## config.mk

```make
export PLATFORM = sky130hd
export DESIGN_NAME = vtr_regs
export DESIGN_NICKNAME = d
export VERILOG_FILES = /design/src/vtr_pkg.sv /design/src/vtr_regs.sv
export SDC_FILE = /design/constraint.sdc
export NUM_CORES = 1
export LEC_CHECK = 0
export ABC_AREA = 1
export BUFFER_PORTS_ARGS = -buffer_cell sky130_fd_sc_hd__buf_2
export CAP_MARGIN = 0
export CORE_MARGIN = 2
export CORE_UTILIZATION = 30
export DETAILED_ROUTE_END_ITERATION = 12
export PLACE_DENSITY = 0.55
export SLEW_MARGIN = 25
export SYNTH_ARGS = -nofsm -noshare
export SYNTH_HDL_FRONTEND = slang
export SYNTH_SLANG_ARGS = --single-unit
```

## constraint.sdc

```tcl
create_clock -name clk_i -period 7.34 [get_ports clk_i]
set_input_delay 0.734 -clock clk_i [delete_from_list [all_inputs] [get_ports clk_i]]
set_output_delay 0.734 -clock clk_i [all_outputs]
set_load 0.1 [all_outputs]
```

## src/vtr_pkg.sv

```systemverilog
package vtr_pkg;
  // ----------------------------------------------------------------
  // Command codes of the byte registers
  // ----------------------------------------------------------------
  localparam logic [7:0] VTR_CMD_TRIM   = 8'hA5;  // input_current_trim
  localparam logic [7:0] VTR_CMD_TARGET = 8'hA6;  // output_voltage_target
  localparam logic [7:0] VTR_CMD_LEVEL  = 8'hA7;  // last_commanded_level
  localparam logic [7:0] VTR_CMD_OFFSET = 8'hA8;  // host_voltage_offset

  // ----------------------------------------------------------------
  // Field layout and reset values
  // ----------------------------------------------------------------
  localparam int         VTR_TRIM_LSB   = 0;      // offset trim nibble
  localparam int         VTR_TRIM_W     = 4;
  localparam logic [3:0] VTR_TRIM_ZERO  = 4'h8;   // code of zero offset
  localparam logic [7:0] VTR_TRIM_RST   = 8'h08;
  localparam logic [7:0] VTR_TARGET_RST = 8'h00;
  localparam logic [7:0] VTR_OFFSET_RST = 8'h00;
  localparam logic [1:0] VTR_SRC_HOST   = 2'h2;   // source select: host byte

  // Target and offset weights in half-millivolt units
  localparam logic [4:0] VTR_STEP5_HMV  = 5'h0A;  // 5 mV per code
  localparam logic [4:0] VTR_STEP10_HMV = 5'h14;  // 10 mV per code
  localparam logic [1:0] VTR_OFS5_HMV   = 2'h1;   // 0.5 mV per offset code
  localparam logic [1:0] VTR_OFS10_HMV  = 2'h2;   // 1.0 mV per offset code

  // ----------------------------------------------------------------
  // Timing
  // ----------------------------------------------------------------
  localparam int VTR_CLK_KHZ      = 25000;                           // 25 MHz
  localparam int VTR_REFRESH_US   = 190;                             // readback refresh
  localparam int VTR_REFRESH_CYC  = VTR_REFRESH_US * VTR_CLK_KHZ / 1000;
  localparam int VTR_SLEW_NS      = 1000;                            // slew rate unit
  localparam int VTR_SLEW_CYC     = VTR_SLEW_NS * VTR_CLK_KHZ / 1000000;
  localparam int VTR_QUARTER      = 4;                               // quarter of fast rate
  localparam int VTR_RAMP_CYC     = VTR_SLEW_CYC * VTR_QUARTER;
endpackage : vtr_pkg

```

## src/vtr_regs.sv

```systemverilog
`timescale 1ns/1ps
// Behaviour
// Low trim nibble shifts reported input current from -2.0 A to +1.75 A.
// Trim offset is added to the converted current without clamping at zero.
// Negative sum wraps to full-scale limit minus the shortfall.
// Host avoids negative trim codes 0000b-0111b when input current may be zero.
// Host target byte drives the output only while source select equals 10b.
// Target changes ramp at one quarter of the fast slew rate.
// Target step is 5 mV or 10 mV per code per protocol field.
// Target writes NACKed during soft-start/stop, ACKed after soft-start.
// New target during a ramp redirects the ramp at the next ramp tick.
// Read-only byte holds last commanded level, boot level included, either path.
// Last level excludes all offsets and follows the bus-side level register.
// Last-level readback refreshes every 190 us.
// Signed host offset adds to the target and ramps at quarter fast rate.
// Protocol 01b/10b: offset 0.5 mV per code, -64 to +63.5 mV.
// Protocol 00b/11b: offset 1.0 mV per code, -128 to +127 mV.
// Effective target is code plus signed offset; bytes update whole at write end.
module vtr_regs
  import vtr_pkg::*;
#(
  parameter int REFRESH_CYC = VTR_REFRESH_CYC,  // Readback refresh period
  parameter int IIN_W       = 10                // Input current word width
) (
  input  wire logic             clk_i,             // 25 MHz clock
  input  wire logic             nrst_i,            // Sync reset, active low
  input  wire logic             cmd_valid_i,       // Byte transaction request
  input  wire logic             cmd_write_i,       // 1 write byte, 0 read byte
  input  wire logic [7:0]       cmd_code_i,        // Command code
  input  wire logic [7:0]       cmd_wdata_i,       // Write data byte
  output logic                  resp_valid_o,      // Answer strobe
  output logic                  resp_ack_o,        // 1 ACK, 0 NACK
  output logic      [7:0]       resp_rdata_o,      // Read data byte
  input  wire logic [1:0]       user_system_config_i,    // Output source select
  input  wire logic [1:0]       voltage_step_protocol_i, // Step protocol field
  input  wire logic [7:0]       ramp_rate_config_i,      // Fast slew, hmV per us
  input  wire logic             soft_ramp_busy_i,  // Soft-start or soft-stop active
  input  wire logic [7:0]       boot_level_i,      // Boot level code
  input  wire logic             vid_cmd_valid_i,   // Bus-side level command pulse
  input  wire logic [7:0]       vid_cmd_code_i,    // Bus-side level code
  input  wire logic [IIN_W-1:0] adc_iin_i,         // Converted input current
  input  wire logic [IIN_W-1:0] input_current_full_scale_i, // Wrap limit
  output logic      [IIN_W-1:0] input_current_report_o,     // Trimmed current
  output logic      [15:0]      vout_target_o,     // Effective target, hmV
  output logic      [15:0]      vout_ramp_o        // Ramped reference, hmV
);

  // ----------------------------------------------------------------
  // Register storage
  // ----------------------------------------------------------------
  logic [7:0]  target_code;
  logic [7:0]  offset_code;
  logic [7:0]  trim_reg;
  logic [7:0]  last_level;       // live last command
  logic [7:0]  level_readback;   // refreshed snapshot
  logic        boot_taken;
  logic        wr_ok;
  logic        wr_target;
  logic [12:0] refresh_cnt;
  logic [6:0]  ramp_cnt;
  logic        ramp_tick;
  logic [7:0]  cmd_code_sel;
  logic [4:0]  step_hmv;
  logic [1:0]  ofs_hmv;
  logic [15:0] next_target;
  logic [15:0] ramp_diff;
  logic        step_5mv;

  // Write acceptance; the target refuses writes while soft ramps run
  assign wr_target = cmd_valid_i && cmd_write_i && (cmd_code_i == VTR_CMD_TARGET);
  always_comb begin
    wr_ok = 1'b0;
    if (cmd_code_i == VTR_CMD_TARGET) begin
      wr_ok = !soft_ramp_busy_i;
    end else if (cmd_code_i == VTR_CMD_OFFSET) begin
      wr_ok = 1'b1;
    end else if (cmd_code_i == VTR_CMD_TRIM) begin
      wr_ok = 1'b1;
    end
  end

  // Whole-byte update at the end of the write
  always_ff @(posedge clk_i) begin
    if (!nrst_i) begin
      target_code <= VTR_TARGET_RST;
      offset_code <= VTR_OFFSET_RST;
      trim_reg    <= VTR_TRIM_RST;
    end else if (cmd_valid_i && cmd_write_i && wr_ok) begin
      if (cmd_code_i == VTR_CMD_TARGET) begin
        target_code <= cmd_wdata_i;
      end else if (cmd_code_i == VTR_CMD_OFFSET) begin
        offset_code <= cmd_wdata_i;
      end else if (cmd_code_i == VTR_CMD_TRIM) begin
        trim_reg    <= cmd_wdata_i;
      end
    end
  end

  // ----------------------------------------------------------------
  // Bus answers
  // ----------------------------------------------------------------
  // Unknown codes and writes to the read-only byte answer NACK
  always_ff @(posedge clk_i) begin
    if (!nrst_i) begin
      resp_valid_o <= 1'b0;
      resp_ack_o   <= 1'b0;
      resp_rdata_o <= 8'h00;
    end else begin
      resp_valid_o <= cmd_valid_i;
      resp_ack_o   <= 1'b0;
      resp_rdata_o <= 8'h00;
      if (cmd_valid_i && cmd_write_i) begin
        resp_ack_o <= wr_ok;
      end else if (cmd_valid_i) begin
        resp_ack_o <= 1'b1;
        if (cmd_code_i == VTR_CMD_TARGET) begin
          resp_rdata_o <= target_code;
        end else if (cmd_code_i == VTR_CMD_LEVEL) begin
          resp_rdata_o <= level_readback;
        end else if (cmd_code_i == VTR_CMD_OFFSET) begin
          resp_rdata_o <= offset_code;
        end else if (cmd_code_i == VTR_CMD_TRIM) begin
          resp_rdata_o <= trim_reg;
        end else begin
          resp_ack_o <= 1'b0;
        end
      end
    end
  end

  // ----------------------------------------------------------------
  // Last commanded level
  // ----------------------------------------------------------------
  // Boot code caught one edge after reset release, then either path
  // overwrites; offsets never enter this byte
  always_ff @(posedge clk_i) begin
    if (!nrst_i) begin
      last_level <= 8'h00;
      boot_taken <= 1'b0;
    end else if (!boot_taken) begin
      last_level <= boot_level_i;
      boot_taken <= 1'b1;
    end else if (vid_cmd_valid_i) begin
      last_level <= vid_cmd_code_i;
    end else if (wr_target && wr_ok && user_system_config_i == VTR_SRC_HOST) begin
      last_level <= cmd_wdata_i;
    end
  end

  // Periodic snapshot; reads see a value at most one period old
  always_ff @(posedge clk_i) begin
    if (!nrst_i) begin
      refresh_cnt    <= 13'h0000;
      level_readback <= 8'h00;
    end else if (refresh_cnt == 13'(REFRESH_CYC - 1)) begin
      refresh_cnt    <= 13'h0000;
      level_readback <= last_level;
    end else begin
      refresh_cnt    <= refresh_cnt + 13'h0001;
    end
  end

  // ----------------------------------------------------------------
  // Effective target
  // ----------------------------------------------------------------
  // Offset weight and target step follow the protocol field
  always_comb begin
    step_5mv = (voltage_step_protocol_i == 2'h1) || (voltage_step_protocol_i == 2'h2);
    step_hmv = step_5mv ? VTR_STEP5_HMV : VTR_STEP10_HMV;
    ofs_hmv  = step_5mv ? VTR_OFS5_HMV : VTR_OFS10_HMV;    // see
  end

  assign cmd_code_sel = (user_system_config_i == VTR_SRC_HOST) ? target_code : last_level;

  // Code times step plus signed offset times its weight
  always_comb begin
    next_target = 16'({8'h00, cmd_code_sel} * {11'h000, step_hmv})
                + 16'($signed({{8{offset_code[7]}}, offset_code}) * $signed({14'h0000, ofs_hmv}));
  end

  always_ff @(posedge clk_i) begin
    if (!nrst_i) begin
      vout_target_o <= 16'h0000;
    end else begin
      vout_target_o <= next_target;
    end
  end

  // ----------------------------------------------------------------
  // Quarter-rate ramp
  // ----------------------------------------------------------------
  // One step per four slew-rate intervals
  always_ff @(posedge clk_i) begin
    if (!nrst_i) begin
      ramp_cnt <= 7'h00;
    end else if (ramp_tick) begin
      ramp_cnt <= 7'h00;
    end else begin
      ramp_cnt <= ramp_cnt + 7'h01;
    end
  end
  assign ramp_tick = (ramp_cnt == 7'(VTR_RAMP_CYC - 1));

  // Ramp chases the current target, so a new write redirects it at the next ramp tick
  assign ramp_diff = (vout_target_o > vout_ramp_o) ? vout_target_o - vout_ramp_o
                                                    : vout_ramp_o - vout_target_o;
  always_ff @(posedge clk_i) begin
    if (!nrst_i) begin
      vout_ramp_o <= 16'h0000;
    end else if (ramp_tick) begin
      if (ramp_diff <= {8'h00, ramp_rate_config_i}) begin
        vout_ramp_o <= vout_target_o;
      end else if (vout_target_o > vout_ramp_o) begin
        vout_ramp_o <= vout_ramp_o + {8'h00, ramp_rate_config_i};  // see
      end else begin
        vout_ramp_o <= vout_ramp_o - {8'h00, ramp_rate_config_i};
      end
    end
  end

  // ----------------------------------------------------------------
  // Input current trim
  // ----------------------------------------------------------------
  // Quarter-amp trim, code 1000b is zero; no clamp, negatives wrap
  // below full scale. Codes under 1000b are the host's risk.
  logic signed [IIN_W+1:0] iin_sum;
  always_comb begin
    iin_sum = $signed({2'b00, adc_iin_i})
            + $signed((IIN_W+2)'($signed({1'b0, trim_reg[VTR_TRIM_LSB +: VTR_TRIM_W]})
                                 - $signed({1'b0, VTR_TRIM_ZERO}))); // see see
  end

  always_ff @(posedge clk_i) begin
    if (!nrst_i) begin
      input_current_report_o <= '0;
    end else if (iin_sum < 0) begin
      input_current_report_o <= IIN_W'($signed({2'b00, input_current_full_scale_i}) + iin_sum);
    end else begin
      input_current_report_o <= iin_sum[IIN_W-1:0];
    end
  end

  // ----------------------------------------------------------------
  // Checks
  // ----------------------------------------------------------------
  property p_nack_soft;
    @(posedge clk_i) disable iff (!nrst_i)
      (cmd_valid_i && cmd_write_i && cmd_code_i == VTR_CMD_TARGET && soft_ramp_busy_i)
      |=> resp_valid_o && !resp_ack_o;
  endproperty
  a_nack_soft: assert property (p_nack_soft) else $error("target write not refused in soft ramp");

  property p_ack_after;
    @(posedge clk_i) disable iff (!nrst_i)
      (cmd_valid_i && cmd_write_i && cmd_code_i == VTR_CMD_TARGET && !soft_ramp_busy_i)
      |=> resp_ack_o && target_code == $past(cmd_wdata_i);
  endproperty
  a_ack_after: assert property (p_ack_after) else $error("target write lost");

  property p_keep_target;
    @(posedge clk_i) disable iff (!nrst_i)
      (cmd_valid_i && cmd_write_i && cmd_code_i == VTR_CMD_TARGET && soft_ramp_busy_i)
      |=> $stable(target_code);
  endproperty
  a_keep_target: assert property (p_keep_target) else $error("refused write changed target");

  property p_refresh;
    @(posedge clk_i) disable iff (!nrst_i)
      refresh_cnt == 13'(REFRESH_CYC - 1) |=> level_readback == $past(last_level);
  endproperty
  a_refresh: assert property (p_refresh) else $error("readback not refreshed");

  property p_ro_level;
    @(posedge clk_i) disable iff (!nrst_i)
      (refresh_cnt != 13'(REFRESH_CYC - 1)) |=> $stable(level_readback);
  endproperty
  a_ro_level: assert property (p_ro_level) else $error("readback moved between refreshes");

  property p_host_src;
    @(posedge clk_i) disable iff (!nrst_i)
      (user_system_config_i == VTR_SRC_HOST && offset_code == 8'h00 && step_5mv)
      |=> vout_target_o == 16'($past(target_code) * 10);
  endproperty
  a_host_src: assert property (p_host_src) else $error("host target not applied");

  property p_ofs_weight;
    @(posedge clk_i) disable iff (!nrst_i)
      (!step_5mv && user_system_config_i == VTR_SRC_HOST && target_code == 8'h00 && offset_code == 8'hFF)
      |=> vout_target_o == 16'hFFFE;
  endproperty
  a_ofs_weight: assert property (p_ofs_weight) else $error("offset weight wrong");

  property p_ramp_step;
    @(posedge clk_i) disable iff (!nrst_i)
      ramp_tick && vout_target_o > vout_ramp_o && ramp_diff > {8'h00, ramp_rate_config_i}
      |=> vout_ramp_o == $past(vout_ramp_o) + {8'h00, $past(ramp_rate_config_i)};
  endproperty
  a_ramp_step: assert property (p_ramp_step) else $error("ramp step wrong");

  property p_ramp_hold;
    @(posedge clk_i) disable iff (!nrst_i)
      ramp_tick |=> !ramp_tick [*3] ##1 $stable(vout_ramp_o);
  endproperty
  a_ramp_hold: assert property (p_ramp_hold) else $error("ramp moved between ticks");

  property p_wrap;
    @(posedge clk_i) disable iff (!nrst_i)
      (iin_sum < 0) |=> input_current_report_o
                        == IIN_W'($signed({2'b00, $past(input_current_full_scale_i)}) + $past(iin_sum));
  endproperty
  a_wrap: assert property (p_wrap) else $error("negative current not wrapped");

  property p_trim_zero;
    @(posedge clk_i) disable iff (!nrst_i)
      // Release edge skipped: the report still carries its reset value there
      nrst_i && trim_reg[3:0] == VTR_TRIM_ZERO |=> input_current_report_o == $past(adc_iin_i);
  endproperty
  a_trim_zero: assert property (p_trim_zero) else $error("zero trim shifted current");

endmodule : vtr_regs

```

==> flow_summary.toml <==
[timing]
clock-skew-final_ns = 0.0175
slew-limit-headroom_pct = 52.8
setup-tns-final_ns = 0
period_needed_ns = 5.57
setup_failing_eps_final = 0
report.final.hold_viol_count = 0
max_clock_freq_ghz = 0.180
grt_setup_unrepaired = "no"
layout_setup_ws_ns = 1.77
final-max-slew-violation-count = 0
fin_crit_sh_pct = 75.9
tightest_slew_ns = 0.707

[clocking]
cts_num_sinks = 112
worst_skew_pair.late_latency_ns = 0.37
worst_setup_hold_path_clk_slew_ns = 0.08
cts_max_path_buffers = 2
cts_inserted_buffers = 9
cts_repair_resize_count = 0
setup_fix_buffers_added_after_clock_tree_synthesis = 0
cts-root-buf = "sky130_fd_sc_hd__clkbuf_16"
cts_max_level = 3
cts_tree = "yes"
holdBufCountCts = 0

[grt]
first_global_vias = 9446
antenna_found_initial = 0
gr-total-overflow = 0
track_usage_pct = 16.8
grt_max_degree = 62
grt_pass1_wl_um = 47900

[final_layout]
area_growth_pct = 13.9
layout-drive-gt1-share_pct = 10.9
fill_cells = 3717
largest_register_ff_count = 16
antenna_cells = 0
largestRegisters = "vout_ramp_o x16, vout_target_o x15, refresh_cnt x13"
regMostFlops = "vout_ramp_o"
final_cell_area_um2 = 11500
finalNetCount = 1860
multiInputGateArea_um2 = 6750
final_core_utilization_pct = 34.5
register_area_um2 = 2240

[setup_path]
crit_fanout = 26
cp-endpoint = "vout_target_o[13]"
cell_count_of_the_worst_reg_to_reg_path = 23
timing.critical_path.buf_inv = 6
r2r_setup_slack_ns = 2.34
setup.worst_path.class = "in2reg"
worstSetupStartpointType = "input pin"
critical_path.top_delay_family = "adder cells"
timing.critical_path.slowest_stage_cell = "sky130_fd_sc_hd__fa_1"
slowest_delay_ns = 0.47
crit_path_end_kind = "flip-flop"
path_depth = 27
crit_arrival_ns = 5.82
critical_path.reg2reg.startpoint = "last_level[2]"
cp-startpoint = "voltage_step_protocol_i[1]"
critPathRequiredTime_ns = 7.59
crit-reg2reg-capture = "vout_target_o[13]"

[yosys]
seq_cells_post_synth = 112
synthMostInstantiatedCell = "sky130_fd_sc_hd__nand2_1"
postSynth.asyncResetShare_pct = 0
post-synth-top-area-cell = "sky130_fd_sc_hd__dfxtp_1"
postSynthCellCount = 1540
synth.top_cells.by_count = "sky130_fd_sc_hd__nand2_1 (359), sky130_fd_sc_hd__inv_1 (253), sky130_fd_sc_hd__a21oi_1 (139)"
synth_top_cells_by_area = "sky130_fd_sc_hd__dfxtp_1 (22%), sky130_fd_sc_hd__ha_1 (15%), sky130_fd_sc_hd__nand2_1 (13%), sky130_fd_sc_hd__inv_1 (9.4%), sky130_fd_sc_hd__a21oi_1 (6.9%)"
synth-warning-count = 0
post_synth.cell_area_avg_um2 = 6.57
synth_largest_type_area_fraction_pct = 22.2
synthesis.area_um2 = 10100
post_synth_top_flop = "sky130_fd_sc_hd__dfxtp_1"
synth_sequential_area_ratio_pct = 22.2
synth-edff-count = 0
ys_types = 50

[floorplanning]
row_count = 67
die_width_um = 188
initial_utilization_pct = 30.3
ios = 122
floorplan.die_area_um2 = 35200
height_of_the_chip_um = 188
core_area_um2 = 33400

[power]
power.clock.fraction_pct = 17.0
leakagePower_nw = 5.89
internal_power_mw = 1.66
net_sw_share_pct = 52.1
power_per_cell_area_nw_per_um2 = 302
sequentialPowerShare_pct = 19.5
ir_drop_uv = 188
total_power_of_the_final_layout_mw = 3.48
p_comb_share_pct = 63.5
total_switching_power_mw = 1.81

[drt]
routed_via_count = 9788
detail_route.iter0.violations = 656
drc = 0
via_per_inst = 4.66
drtAntennaViolNets = 0
total_routed_length_um = 29200
detailedRoute.firstPassIterationCount = 5
wl_per_cell_um = 13.9

[status]
outcome = "finished clean"

[place]
placement.cell_area_um2 = 11200
dp_hpwl_um = 24000
final_weighted_congestion_in_routability_driven_placement = 0.882
numPortBuffers = 121
pre_cts_slack_ns = 1.34

[hold_path]
min_path_type = "reg2reg"

[run]
max_cap_violations = 0
## worst min-delay path by stage
stage                                 start  slack [ns]                 to  depth (start not counted)
after floorplan                 ramp_cnt[0]        0.42        ramp_cnt[0]                          1
after global placement          ramp_cnt[0]        0.43        ramp_cnt[0]                          1
after detailed placement  level_readback[0]        0.44  level_readback[0]                          2
after CTS                 level_readback[0]        0.45  level_readback[0]                          2
after global routing      level_readback[4]        0.48  level_readback[4]                          2
final                     level_readback[2]        0.45  level_readback[2]                          2
## layer usage
layer	routed length, um	up-vias	track usage (%)
met1	13700	4398	21.8
li1	-	5164	-
met2	13600	193	29.0
met4	750	0	5.54
met5	0	-	0
met3	1070	33	1.70
## tightest hold or removal path: stages, from the launching register on
cell                      delay, ns
sky130_fd_sc_hd__dfxtp_1       0.31
sky130_fd_sc_hd__inv_1         0.05
sky130_fd_sc_hd__a21oi_1       0.05
## stage by stage
step | instances | hold WS [ns]
after global routing | 2100 | 0.481
after CTS | 2100 | 0.449
after detailed placement | 2084 | 0.437
after floorplan | 1547 | 0.418
final | 2100 | 0.450
after global placement | 2084 | 0.430
## power by group through the flow
stage | clock network [mW] | registers, mW | logic [mW]
after CTS | 0.604 | 0.678 | 2.21
final | 0.591 | 0.678 | 2.21
after global placement | 0 | 0.693 | 2.18
after floorplan | 0 | 0.840 | 1.57
after detailed placement | 0 | 0.692 | 2.19
after global routing | 0.627 | 0.683 | 2.48
## layout make-up
type | count | share of cell area [%]
Clock buffer | 10 | 2.07
Tap cell | 448 | 4.87
Sequential cell | 112 | 19.5
Multi-Input combinational cell | 1136 | 58.6
Inverter | 263 | 8.57
Clock inverter | 6 | 0.934
Timing Repair Buffer | 125 | 5.52
## placed cells by master, fill, tap and decap left out, types with 11 or more instances in the layout
cell type / instances
sky130_fd_sc_hd__nand4_1: 12
sky130_fd_sc_hd__xor2_1: 28
sky130_fd_sc_hd__nor3_1: 14
sky130_fd_sc_hd__nand2_1: 359
sky130_fd_sc_hd__nor2_1: 111
sky130_fd_sc_hd__inv_1: 253
sky130_fd_sc_hd__dfxtp_1: 112
sky130_fd_sc_hd__nand3_1: 95
sky130_fd_sc_hd__fa_1: 19
sky130_fd_sc_hd__o21ai_0: 114
sky130_fd_sc_hd__ha_1: 124
sky130_fd_sc_hd__buf_2: 121
sky130_fd_sc_hd__xnor2_1: 22
sky130_fd_sc_hd__o21ai_1: 11
sky130_fd_sc_hd__a21oi_1: 139
## cells by family (layout without fill, tap and decap cells)
group                      count (synthesis)  count (layout)  synth area share (%)
other                                      2               9                0.0742
buffers and inverters                    299             404                  11.4
DFF                                      112             112                  22.2
xor gates and xnor gates                  50              50                  4.33
adders and majority gates                143             143                  19.1
and+or+nand+nor                          632             632                  27.1
AOI/OAI and AO/OA                        302             302                  15.8
Power figures use the tool's default switching activity.
